===== config.mk =====
export PLATFORM = sky130hd
export DESIGN_NAME = irl_top
export DESIGN_NICKNAME = d
export VERILOG_FILES = /design/src/verilog/irl_pkg.sv /design/src/verilog/irl_top.sv /design/src/verilog/irl_tx_gate.sv /design/src/verilog/irl_line_io.sv
export SDC_FILE = /design/constraint.sdc
export NUM_CORES = 1
export LEC_CHECK = 0
export CAP_MARGIN = 0
export CORE_UTILIZATION = 60
export DETAILED_ROUTE_END_ITERATION = 16
export DONT_BUFFER_PORTS = 1
export PLACE_DENSITY = 0.76
export SETUP_SLACK_MARGIN = 0.1
export SYNTH_ARGS = -nofsm -noshare
export SYNTH_HDL_FRONTEND = slang
export SYNTH_HIERARCHICAL = 1
export SYNTH_SLANG_ARGS = --single-unit

===== constraint.sdc =====
create_clock -name CLK_IN -period 4.7 [get_ports CLK_IN]
set_input_delay 0.94 -clock CLK_IN [delete_from_list [all_inputs] [get_ports CLK_IN]]
set_output_delay 0.94 -clock CLK_IN [all_outputs]
set_load 0.05 [all_outputs]

===== src/verilog/irl_pkg.sv =====
// Purpose: Shared constants and types of the infrared link mode and line control block.
// Assumes: 32-bit AXI4-Lite register access, registers 16 bits wide in the low half of a word.
// Notes:   Printed offsets are register indices; the byte address is four times the index.
`default_nettype none
package irl_pkg;

  // ----------------------------------------------------------------
  // Register indices and byte addresses
  // ----------------------------------------------------------------
  localparam logic [31:0] IDX_MODE   = 32'h0C00_0058;
  localparam logic [31:0] IDX_LINE   = 32'h0C00_005C;
  localparam logic [31:0] IDX_FAST   = 32'h0C00_005E;
  localparam logic [31:0] IDX_TXLEN  = 32'h0C00_0070;
  localparam logic [31:0] IDX_STATUS = 32'h0C00_0072;
  localparam logic [31:0] ADDR_MODE   = IDX_MODE * 4;
  localparam logic [31:0] ADDR_LINE   = IDX_LINE * 4;
  localparam logic [31:0] ADDR_FAST   = IDX_FAST * 4;
  localparam logic [31:0] ADDR_TXLEN  = IDX_TXLEN * 4;
  localparam logic [31:0] ADDR_STATUS = IDX_STATUS * 4;

  // ----------------------------------------------------------------
  // Field positions
  // ----------------------------------------------------------------
  localparam int MODE_LINK_EN  = 7;
  localparam int MODE_HIGH     = 1;
  localparam int MODE_LOW      = 0;
  localparam int LC_TX_UNMASK  = 7;
  localparam int LC_RX_EN      = 6;
  localparam int LC_PPM_OFF    = 5;
  localparam int LC_CORR_OFF   = 4;
  localparam int LC_CRC_OMIT   = 2;
  localparam int LC_CRC_CORR   = 1;
  localparam int LC_INVERT     = 0;
  localparam int FC_PRE_LSB    = 5;
  localparam int FC_WIN_LSB    = 3;
  localparam int FC_WIDTH_LSB  = 0;
  localparam int ST_TX_ENABLED = 0;
  localparam int ST_LINK_EN    = 1;

  // ----------------------------------------------------------------
  // Reset values and write masks
  // ----------------------------------------------------------------
  localparam logic [15:0] MODE_RST   = 16'h0000;
  localparam logic [15:0] LINE_RST   = 16'h0004;
  localparam logic [15:0] FAST_RST   = 16'h0085;
  localparam logic [15:0] TXLEN_RST  = 16'h0000;
  localparam logic [15:0] MODE_WMASK = 16'h0083;
  localparam logic [15:0] LINE_WMASK = 16'h00F7;
  localparam logic [15:0] FAST_WMASK = 16'h00E7;
  localparam logic [1:0]  WIN_VALUE  = 2'h0;

  // ----------------------------------------------------------------
  // AXI responses
  // ----------------------------------------------------------------
  localparam logic [1:0] RESP_OKAY   = 2'h0;
  localparam logic [1:0] RESP_SLVERR = 2'h2;

  // ----------------------------------------------------------------
  // Types
  // ----------------------------------------------------------------
  typedef enum logic [1:0] {
    MODE_FAST     = 2'b00,
    MODE_MED_FULL = 2'b01,
    MODE_MED_HALF = 2'b10
  } irl_mode_t;

  typedef enum logic [2:0] {
    SEL_NONE   = 3'b000,
    SEL_MODE   = 3'b001,
    SEL_LINE   = 3'b010,
    SEL_FAST   = 3'b011,
    SEL_TXLEN  = 3'b100,
    SEL_STATUS = 3'b101
  } irl_sel_t;

  typedef enum logic {
    TXG_IDLE    = 1'b0,
    TXG_ENABLED = 1'b1
  } irl_txg_state_t;

  typedef struct packed {
    irl_mode_t mode;
    logic      ppm_on;
    logic      bit_corr_on;
    logic      crc_append;
    logic      crc_invert;
    logic      line_invert;
    logic [2:0] preamble_count;
    logic [2:0] fast_pulse_width;
  } irl_cfg_t;

endpackage
`default_nettype wire


===== src/verilog/irl_top.sv =====
// Purpose: Mode select, line control and fast-mode control registers of an infrared link.
// Assumes: AXI4-Lite master issues one write and one read at a time; core logic shares CLK_IN.
// Notes:   The core clock is gated outside; CORE_CLK_EN_OUT is the gate's enable.
//
// How it works
// - Setting the link enable releases the core reset and turns its clock on; clearing holds both off.
// - While the link is disabled the pulse output latch stays reset so the pin level holds.
// - With transmit unmask bit 7 set and the link enabled, a frame length write enters the transmit-enabled state, else not.
// - Receive enable bit 6 gates the receive line, data sampling and receive clocks.
// - Bit 5 set sends transmit data without 4PPM modulation, clear applies it.
// - Bit 4 set turns received-bit correction off, clear keeps it on.
// - Bit 2 clear appends a CRC to each frame, set omits it, and it resets to one.
// - Bit 1 set inverts the appended CRC, clear sends it unchanged.
// - Bit 0 set inverts receive and transmit line data; clear for fast mode, set for medium modes.
// - Line-control bits 15 to 8 and 3 read as zero and are written as zero.
`timescale 1ns/1ps
`default_nettype none
module irl_top
#(
  parameter int CRC_W = 32
)
(
  // Clock and reset
  input  wire logic             CLK_IN,
  input  wire logic             RSTN_IN,
  // AXI4-Lite write
  input  wire logic [31:0]      AWADDR_IN,
  input  wire logic             AWVALID_IN,
  output var  logic             AWREADY_OUT,
  input  wire logic [31:0]      WDATA_IN,
  input  wire logic [3:0]       WSTRB_IN,
  input  wire logic             WVALID_IN,
  output var  logic             WREADY_OUT,
  output var  logic [1:0]       BRESP_OUT,
  output var  logic             BVALID_OUT,
  input  wire logic             BREADY_IN,
  // AXI4-Lite read
  input  wire logic [31:0]      ARADDR_IN,
  input  wire logic             ARVALID_IN,
  output var  logic             ARREADY_OUT,
  output var  logic [31:0]      RDATA_OUT,
  output var  logic [1:0]       RRESP_OUT,
  output var  logic             RVALID_OUT,
  input  wire logic             RREADY_IN,
  // Core control
  output var  logic             CORE_RSTN_OUT,
  output var  logic             CORE_CLK_EN_OUT,
  output var  irl_pkg::irl_cfg_t CFG_OUT,
  output var  logic [15:0]      TX_LEN_OUT,
  output var  logic             TX_ENABLED_OUT,
  input  wire logic             TX_DONE_IN,
  output var  logic             RX_SAMPLE_EN_OUT,
  output var  logic             RX_CLK_EN_OUT,
  // Core data
  input  wire logic             TX_PULSE_IN,
  input  wire logic [CRC_W-1:0] CRC_IN,
  output var  logic [CRC_W-1:0] CRC_OUT,
  output var  logic             RX_BIT_OUT,
  // Transceiver pins
  input  wire logic             IR_RX_IN,
  output var  logic             IR_TX_OUT
);

  // ----------------------------------------------------------------
  // Decode and byte-lane helpers
  // ----------------------------------------------------------------
  function automatic irl_pkg::irl_sel_t decode(input logic [31:0] addr);
    if (addr == irl_pkg::ADDR_MODE)
      decode = irl_pkg::SEL_MODE;
    else if (addr == irl_pkg::ADDR_LINE)
      decode = irl_pkg::SEL_LINE;
    else if (addr == irl_pkg::ADDR_FAST)
      decode = irl_pkg::SEL_FAST;
    else if (addr == irl_pkg::ADDR_TXLEN)
      decode = irl_pkg::SEL_TXLEN;
    else if (addr == irl_pkg::ADDR_STATUS)
      decode = irl_pkg::SEL_STATUS;
    else
      decode = irl_pkg::SEL_NONE;
  endfunction

  function automatic logic [15:0] merge(input logic [15:0] old, input logic [15:0] new_val,
                                        input logic [1:0] strb, input logic [15:0] wmask);
    logic [15:0] lanes;
    lanes = {{8{strb[1]}}, {8{strb[0]}}} & wmask;
    merge = (old & ~lanes) | (new_val & lanes);
  endfunction

  logic [31:0]       aw_addr_r;
  logic              aw_held_r;
  logic [31:0]       w_data_r;
  logic [1:0]        w_strb_r;
  logic              w_held_r;
  logic              aw_hit;
  logic              w_hit;
  logic              wr_fire;
  logic [31:0]       wr_addr;
  logic [15:0]       wr_data;
  logic [1:0]        wr_strb;
  irl_pkg::irl_sel_t wr_sel;
  irl_pkg::irl_sel_t rd_sel;
  logic [15:0]       mode_r;
  logic [15:0]       line_r;
  logic [15:0]       fast_r;
  logic [15:0]       txlen_r;
  logic              len_wr;
  logic [15:0]       rd_val;
  logic              link_en;

  // ----------------------------------------------------------------
  // Write channel: address and data in either order
  // ----------------------------------------------------------------
  assign AWREADY_OUT = !aw_held_r && !BVALID_OUT;
  assign WREADY_OUT  = !w_held_r && !BVALID_OUT;
  assign aw_hit      = AWVALID_IN && AWREADY_OUT;
  assign w_hit       = WVALID_IN && WREADY_OUT;
  assign wr_fire     = (aw_held_r || aw_hit) && (w_held_r || w_hit);
  assign wr_addr     = aw_held_r ? aw_addr_r : AWADDR_IN;
  assign wr_data     = w_held_r ? w_data_r[15:0] : WDATA_IN[15:0];
  assign wr_strb     = w_held_r ? w_strb_r : WSTRB_IN[1:0];
  assign wr_sel      = decode(wr_addr);

  always_ff @(posedge CLK_IN or negedge RSTN_IN)
  begin
    if (!RSTN_IN)
    begin
      aw_addr_r  <= 32'h0000_0000;
      aw_held_r  <= 1'b0;
      w_data_r   <= 32'h0000_0000;
      w_strb_r   <= 2'h0;
      w_held_r   <= 1'b0;
      BVALID_OUT <= 1'b0;
      BRESP_OUT  <= irl_pkg::RESP_OKAY;
    end
    else
    begin
      if (wr_fire)
      begin
        aw_held_r  <= 1'b0;
        w_held_r   <= 1'b0;
        BVALID_OUT <= 1'b1;
        BRESP_OUT  <= (wr_sel == irl_pkg::SEL_NONE) ? irl_pkg::RESP_SLVERR : irl_pkg::RESP_OKAY;
      end
      else
      begin
        if (aw_hit)
        begin
          aw_addr_r <= AWADDR_IN;
          aw_held_r <= 1'b1;
        end
        if (w_hit)
        begin
          w_data_r <= WDATA_IN;
          w_strb_r <= WSTRB_IN[1:0];
          w_held_r <= 1'b1;
        end
        if (BVALID_OUT && BREADY_IN)
          BVALID_OUT <= 1'b0;
      end
    end
  end

  // ----------------------------------------------------------------
  // Registers
  // ----------------------------------------------------------------
  always_ff @(posedge CLK_IN or negedge RSTN_IN)
  begin
    if (!RSTN_IN)
      mode_r <= irl_pkg::MODE_RST;
    else if (wr_fire && wr_sel == irl_pkg::SEL_MODE)
      mode_r <= merge(mode_r, wr_data, wr_strb, irl_pkg::MODE_WMASK);
  end

  // Reserved bits are masked at write so they never hold a one
  always_ff @(posedge CLK_IN or negedge RSTN_IN)
  begin
    if (!RSTN_IN)
      line_r <= irl_pkg::LINE_RST;
    else if (wr_fire && wr_sel == irl_pkg::SEL_LINE)
      line_r <= merge(line_r, wr_data, wr_strb, irl_pkg::LINE_WMASK);
  end

  always_ff @(posedge CLK_IN or negedge RSTN_IN)
  begin
    if (!RSTN_IN)
      fast_r <= irl_pkg::FAST_RST;
    else if (wr_fire && wr_sel == irl_pkg::SEL_FAST)
      fast_r <= merge(fast_r, wr_data, wr_strb, irl_pkg::FAST_WMASK);
  end

  always_ff @(posedge CLK_IN or negedge RSTN_IN)
  begin
    if (!RSTN_IN)
      txlen_r <= irl_pkg::TXLEN_RST;
    else if (len_wr)
      txlen_r <= merge(txlen_r, wr_data, wr_strb, 16'hFFFF);
  end

  assign len_wr  = wr_fire && (wr_sel == irl_pkg::SEL_TXLEN);
  assign link_en = mode_r[irl_pkg::MODE_LINK_EN];

  // ----------------------------------------------------------------
  // Read channel
  // ----------------------------------------------------------------
  assign ARREADY_OUT = !RVALID_OUT;
  assign rd_sel      = decode(ARADDR_IN);

  always_comb
  begin
    rd_val = 16'h0000;
    case (rd_sel)
      irl_pkg::SEL_MODE:   rd_val = mode_r;
      irl_pkg::SEL_LINE:   rd_val = line_r;
      irl_pkg::SEL_FAST:   rd_val = {fast_r[15:5], irl_pkg::WIN_VALUE, fast_r[2:0]};
      irl_pkg::SEL_TXLEN:  rd_val = txlen_r;
      irl_pkg::SEL_STATUS:
      begin
        rd_val[irl_pkg::ST_TX_ENABLED] = TX_ENABLED_OUT;
        rd_val[irl_pkg::ST_LINK_EN]    = link_en;
      end
      default:             rd_val = 16'h0000;
    endcase
  end

  always_ff @(posedge CLK_IN or negedge RSTN_IN)
  begin
    if (!RSTN_IN)
    begin
      RVALID_OUT <= 1'b0;
      RDATA_OUT  <= 32'h0000_0000;
      RRESP_OUT  <= irl_pkg::RESP_OKAY;
    end
    else if (ARVALID_IN && ARREADY_OUT)
    begin
      RVALID_OUT <= 1'b1;
      RDATA_OUT  <= {16'h0000, rd_val};
      RRESP_OUT  <= (rd_sel == irl_pkg::SEL_NONE) ? irl_pkg::RESP_SLVERR : irl_pkg::RESP_OKAY;
    end
    else if (RVALID_OUT && RREADY_IN)
      RVALID_OUT <= 1'b0;
  end

  // ----------------------------------------------------------------
  // Core control and configuration
  // ----------------------------------------------------------------
  // Registered so the core reset releases cleanly one edge after the write
  always_ff @(posedge CLK_IN or negedge RSTN_IN)
  begin
    if (!RSTN_IN)
    begin
      CORE_RSTN_OUT   <= 1'b0;
      CORE_CLK_EN_OUT <= 1'b0;
    end
    else
    begin
      CORE_RSTN_OUT   <= link_en;
      CORE_CLK_EN_OUT <= link_en;
    end
  end

  assign CFG_OUT.mode = !mode_r[irl_pkg::MODE_HIGH] ? irl_pkg::MODE_FAST :
                        (mode_r[irl_pkg::MODE_LOW] ? irl_pkg::MODE_MED_HALF :
                                                     irl_pkg::MODE_MED_FULL);
  assign CFG_OUT.ppm_on           = !line_r[irl_pkg::LC_PPM_OFF];
  assign CFG_OUT.bit_corr_on      = !line_r[irl_pkg::LC_CORR_OFF];
  assign CFG_OUT.crc_append       = !line_r[irl_pkg::LC_CRC_OMIT];
  assign CFG_OUT.crc_invert       = line_r[irl_pkg::LC_CRC_CORR];
  assign CFG_OUT.line_invert      = line_r[irl_pkg::LC_INVERT];
  assign CFG_OUT.preamble_count   = fast_r[irl_pkg::FC_PRE_LSB +: 3];
  assign CFG_OUT.fast_pulse_width = fast_r[irl_pkg::FC_WIDTH_LSB +: 3];
  assign TX_LEN_OUT       = txlen_r;
  assign RX_SAMPLE_EN_OUT = link_en && line_r[irl_pkg::LC_RX_EN];
  assign RX_CLK_EN_OUT    = link_en && line_r[irl_pkg::LC_RX_EN];

  // ----------------------------------------------------------------
  // Submodules
  // ----------------------------------------------------------------
  irl_tx_gate u_tx_gate
  (
    .clk_in         (CLK_IN),
    .rstn_in        (RSTN_IN),
    .link_en_in     (link_en),
    .tx_unmask_in   (line_r[irl_pkg::LC_TX_UNMASK]),
    .len_wr_in      (len_wr),
    .tx_done_in     (TX_DONE_IN),
    .tx_enabled_out (TX_ENABLED_OUT)
  );

  irl_line_io #(.CRC_W(CRC_W)) u_line_io
  (
    .clk_in         (CLK_IN),
    .rstn_in        (RSTN_IN),
    .link_en_in     (link_en),
    .rx_en_in       (line_r[irl_pkg::LC_RX_EN]),
    .invert_in      (line_r[irl_pkg::LC_INVERT]),
    .crc_corrupt_in (line_r[irl_pkg::LC_CRC_CORR]),
    .tx_pulse_in    (TX_PULSE_IN),
    .crc_in         (CRC_IN),
    .rx_bit_out     (RX_BIT_OUT),
    .crc_out        (CRC_OUT),
    .rx_pin_in      (IR_RX_IN),
    .tx_pin_out     (IR_TX_OUT)
  );
endmodule
`default_nettype wire


===== src/verilog/irl_tx_gate.sv =====
// Purpose: Transmit-enabled state entered by a frame length write.
// Assumes: Frame length write and done pulses come from logic on the same clock.
// Notes:   An unmasked write in the same cycle as done wins, so no armed frame is lost.
`timescale 1ns/1ps
`default_nettype none
module irl_tx_gate
(
  // Clock and reset
  input  wire logic clk_in,
  input  wire logic rstn_in,
  // Control
  input  wire logic link_en_in,
  input  wire logic tx_unmask_in,
  input  wire logic len_wr_in,
  input  wire logic tx_done_in,
  // State
  output var  logic tx_enabled_out
);

  irl_pkg::irl_txg_state_t state_r;

  always_ff @(posedge clk_in or negedge rstn_in)
  begin
    if (!rstn_in)
      state_r <= irl_pkg::TXG_IDLE;
    else if (!link_en_in)
      state_r <= irl_pkg::TXG_IDLE;
    else
    begin
      case (state_r)
        irl_pkg::TXG_IDLE:
          if (len_wr_in && tx_unmask_in)
            state_r <= irl_pkg::TXG_ENABLED;
        irl_pkg::TXG_ENABLED:
          if (tx_done_in && !(len_wr_in && tx_unmask_in))
            state_r <= irl_pkg::TXG_IDLE;
        default:
          state_r <= irl_pkg::TXG_IDLE;
      endcase
    end
  end

  assign tx_enabled_out = (state_r == irl_pkg::TXG_ENABLED);

endmodule
`default_nettype wire


===== src/verilog/irl_line_io.sv =====
// Purpose: Line-side pulse output latch, receive input path and CRC word shaping.
// Assumes: rx_pin_in is asynchronous; all other inputs are on clk_in.
// Notes:   Inversion sits before the latch so the pin holds still while disabled.
`timescale 1ns/1ps
`default_nettype none
module irl_line_io
#(
  parameter int CRC_W = 32
)
(
  // Clock and reset
  input  wire logic             clk_in,
  input  wire logic             rstn_in,
  // Configuration
  input  wire logic             link_en_in,
  input  wire logic             rx_en_in,
  input  wire logic             invert_in,
  input  wire logic             crc_corrupt_in,
  // Core side
  input  wire logic             tx_pulse_in,
  input  wire logic [CRC_W-1:0] crc_in,
  output var  logic             rx_bit_out,
  output var  logic [CRC_W-1:0] crc_out,
  // Pins
  input  wire logic             rx_pin_in,
  output var  logic             tx_pin_out
);

  logic rx_meta_r;
  logic rx_sync_r;

  // ----------------------------------------------------------------
  // Transmit latch
  // ----------------------------------------------------------------
  always_ff @(posedge clk_in or negedge rstn_in)
  begin
    if (!rstn_in)
      tx_pin_out <= 1'b0;
    else if (!link_en_in)
      tx_pin_out <= 1'b0;
    else
      tx_pin_out <= tx_pulse_in ^ invert_in;
  end

  // ----------------------------------------------------------------
  // Receive path
  // ----------------------------------------------------------------
  always_ff @(posedge clk_in or negedge rstn_in)
  begin
    if (!rstn_in)
    begin
      rx_meta_r <= 1'b0;
      rx_sync_r <= 1'b0;
    end
    else
    begin
      rx_meta_r <= rx_pin_in;
      rx_sync_r <= rx_meta_r;
    end
  end

  always_ff @(posedge clk_in or negedge rstn_in)
  begin
    if (!rstn_in)
      rx_bit_out <= 1'b0;
    else if (!(link_en_in && rx_en_in))
      rx_bit_out <= 1'b0;
    else
      rx_bit_out <= rx_sync_r ^ invert_in;
  end

  // ----------------------------------------------------------------
  // CRC word
  // ----------------------------------------------------------------
  always_ff @(posedge clk_in or negedge rstn_in)
  begin
    if (!rstn_in)
      crc_out <= '0;
    else
      crc_out <= crc_corrupt_in ? ~crc_in : crc_in;
  end

endmodule
`default_nettype wire


==> out/metrics.yaml <==
outcome:
  status: "completed"
yosys:
  ys_types: 49
  synth_edf_count: 0
  yosys_warnings: 6
  synthFlopType: "dfrtp_1"
  syn_area_um2: 6331
  synth-seq-area-share: 0.5621
  async_flop_share: 1.000
  synth-seq-cells: 142
  syn_area_per_cell_um2: 13.44
  postSynthCellCount: 471
die:
  start_util: 0.6160
  die-area_um2: 10970
  ios: 251
  core_area_um2: 10280
  die_h_um: 104.7
  die_x_um: 104.7
  num_rows: 37
finish:
  syn_to_final_growth_pct: 7.490
  nets: 609
  fin_cells: 616
  stdcell_area_um2: 6805
  insertedDiodeCount: 0
  post_route_cells_drive_above_1_share: 0.3000
sta:
  rsz0062_at_grt: "false"
  maxSlewHeadroom: 0.2762
  finalHoldViolations: 0
  fin_hold_ws_ns: 0.1196
  fmax_mhz: 328.1
  setup_tns_ns: 0
  min_period_ns: 3.048
  setup_viol: 0
  fin_worst_skew_ns: 0.008358
  period_share: 0.6486
  max_slew.worst_pin.slew_ns: 1.086
  slew_violations: 0
placement:
  port_buffers: 0
  place_hpwl_um: 8656
  placed_area_um2: 6270
  dp_cells: 584
  gp_congestion: 0.8190
cts:
  clock-sinks: 142
  post_cts_buffers: 0
  root_buffer: "clkbuf_8"
  htree_levels: 4
  clock_latency_ns: 0.51
  cts_resized: 0
  numCtsBuffers: 17
  clockBufferDepth: 2
  clk_pin_slew_worst_paths_ns: 0.06
  cts_hold_buf: 0
  tritoncts: "done"
global_routing:
  overflow: 0
  grt_max_degree: 143
  grt_pass1_wl_um: 20110
  grt_util_all_layers: 0.2365
  grt_pass1_vias: 4042
  grt_antenna_before_repair: 0
setup_path:
  critPathLaunchType: "register"
  path_cells: "nor2_1"
  cp-end-kind: "output port"
  r2r-start: "w_held_r"
  crit_required_ns: 3.76
  cp_slowest_stage_delay_ns: 0.85
  worstPathArrival_ns: 2.11
  crit_buf_inv: 0
  worstRegToRegCells: 4
  critPathMaxFanout: 23
  critPathKind: "reg -> out"
  reg2reg_slack_ns: 1.74
  crit_family: "simple AND/OR/NAND/NOR gates"
  cpMaxStageDelayCell: "nor2_1"
route:
  drt_iter0_drc: 135
  drc: 0
  via_count: 3709
  post_drt_wl_per_cell_um: 19.77
  vias_per_cell: 6.021
  routed_wl_um: 12180
  drtPass1Iterations: 4
  final_antenna_net_count: 0
power_and_ir_drop:
  power_density_nw_per_um2: 512.8
  p_leak_nw: 3.042
  ir_drop_mv: 0.2713
hold_path:
  hold_path_class: "in -> async"
flow_run:
  drv_cap: 0
-- cells by family (layout without fill, tap and decap cells) --
family / count (synthesis) / count (layout) / share of synthesized area
DFF: 142 / 142 / 0.5621
muxes: 107 / 107 / 0.1937
and+or+nand+nor: 93 / 93 / 0.09210
buffers and inverters: 51 / 43 / 0.05455
AOI/OAI and AO/OA: 43 / 43 / 0.05000
xor gates and xnor gates: 34 / 34 / 0.04704
other: 1 / 18 / 0.0005923
-- synth_stat cells, types with 5 or more instances --
cell type | count | area [um^2]
mux2_2 | 92 | 1036
o21ai_0 | 11 | 55.05
xor2_1 | 34 | 297.8
nand2_1 | 14 | 52.55
buf_4 | 22 | 165.2
inv_1 | 9 | 33.78
a22o_1 | 11 | 96.34
nand3_1 | 6 | 30.03
mux2i_1 | 7 | 70.07
nor4b_1 | 5 | 43.79
clkbuf_1 | 12 | 45.04
dfrtp_1 | 138 | 3453
and2_1 | 5 | 31.28
nor3_1 | 6 | 30.03
nor4_1 | 13 | 81.33
nand3b_1 | 8 | 60.06
mux2_4 | 8 | 120.1
nor2_1 | 9 | 33.78
-- placed cells by master, fill, tap and decap left out, types with 4 or more instances in the layout --
| master | instances |
|---|---|
| nor4bb_1 | 4 |
| clkinvlp_4 | 5 |
| mux2_4 | 8 |
| mux2i_1 | 7 |
| a32oi_1 | 4 |
| nand2_1 | 14 |
| nor2_1 | 9 |
| nand3b_1 | 8 |
| o21ai_0 | 11 |
| nand3_1 | 6 |
| nor4_1 | 13 |
| clkbuf_16 | 16 |
| conb_1 | 18 |
| nor3_1 | 6 |
| dfstp_2 | 4 |
| and2_1 | 5 |
| nor4b_1 | 5 |
| dfrtp_1 | 137 |
| nand4_1 | 4 |
| clkinv_2 | 4 |
| xor2_1 | 34 |
| mux2_2 | 92 |
| a22o_1 | 11 |
| inv_1 | 9 |
-- how the worst max path moves through the flow --
stage	to	start	depth (start not counted)	slack, ns
after global placement	register	AWADDR_IN[12]	5	1.61
after detailed placement	register	AWADDR_IN[9]	5	1.64
after CTS	WREADY_OUT	w_held_r	1	1.64
final	WREADY_OUT	w_held_r	1	1.65
after floorplan	register	AWADDR_IN[24]	6	2.00
after global routing	WREADY_OUT	w_held_r	1	1.55
-- stage by stage --
stage	setup slack, ns	power [W]	util
after floorplan	2.004	0.002209	-
after global placement	1.606	0.002261	0.6101
final	1.652	0.003490	0.6622
after global routing	1.554	0.003657	0.6622
after CTS	1.637	0.003512	0.6622
after detailed placement	1.645	0.002305	0.6101
-- final cells by class --
type,count,area [um^2]
repair buffers,2,15.01
clock buffers,19,421.7
inverters,9,33.78
multi-input cells,295,2491
clock inverters,13,113.9
well taps,136,170.2
flip-flops and latches,142,3560
fillers,750,3472
-- where the power goes --
part | total, W | internal, W | switching, W | leakage, nW
registers | 0.00172 | 0.00147 | 0.000254 | 1.77
logic | 0.000562 | 0.000315 | 0.000246 | 1.02
clock network | 0.00120 | 0.000701 | 0.000503 | 0.251
total | 0.00349 | 0.00249 | 0.00100 | 3.04
-- routing by layer --
layer	vias to the layer above	global-route usage	wire length [um]
li1	1653	-	-
met1	1847	0.2701	4655
met2	182	0.3974	6113
met3	27	0.09108	1151
met4	0	0.09960	256
met5	-	0	0
(Power assumes the default switching activity.)
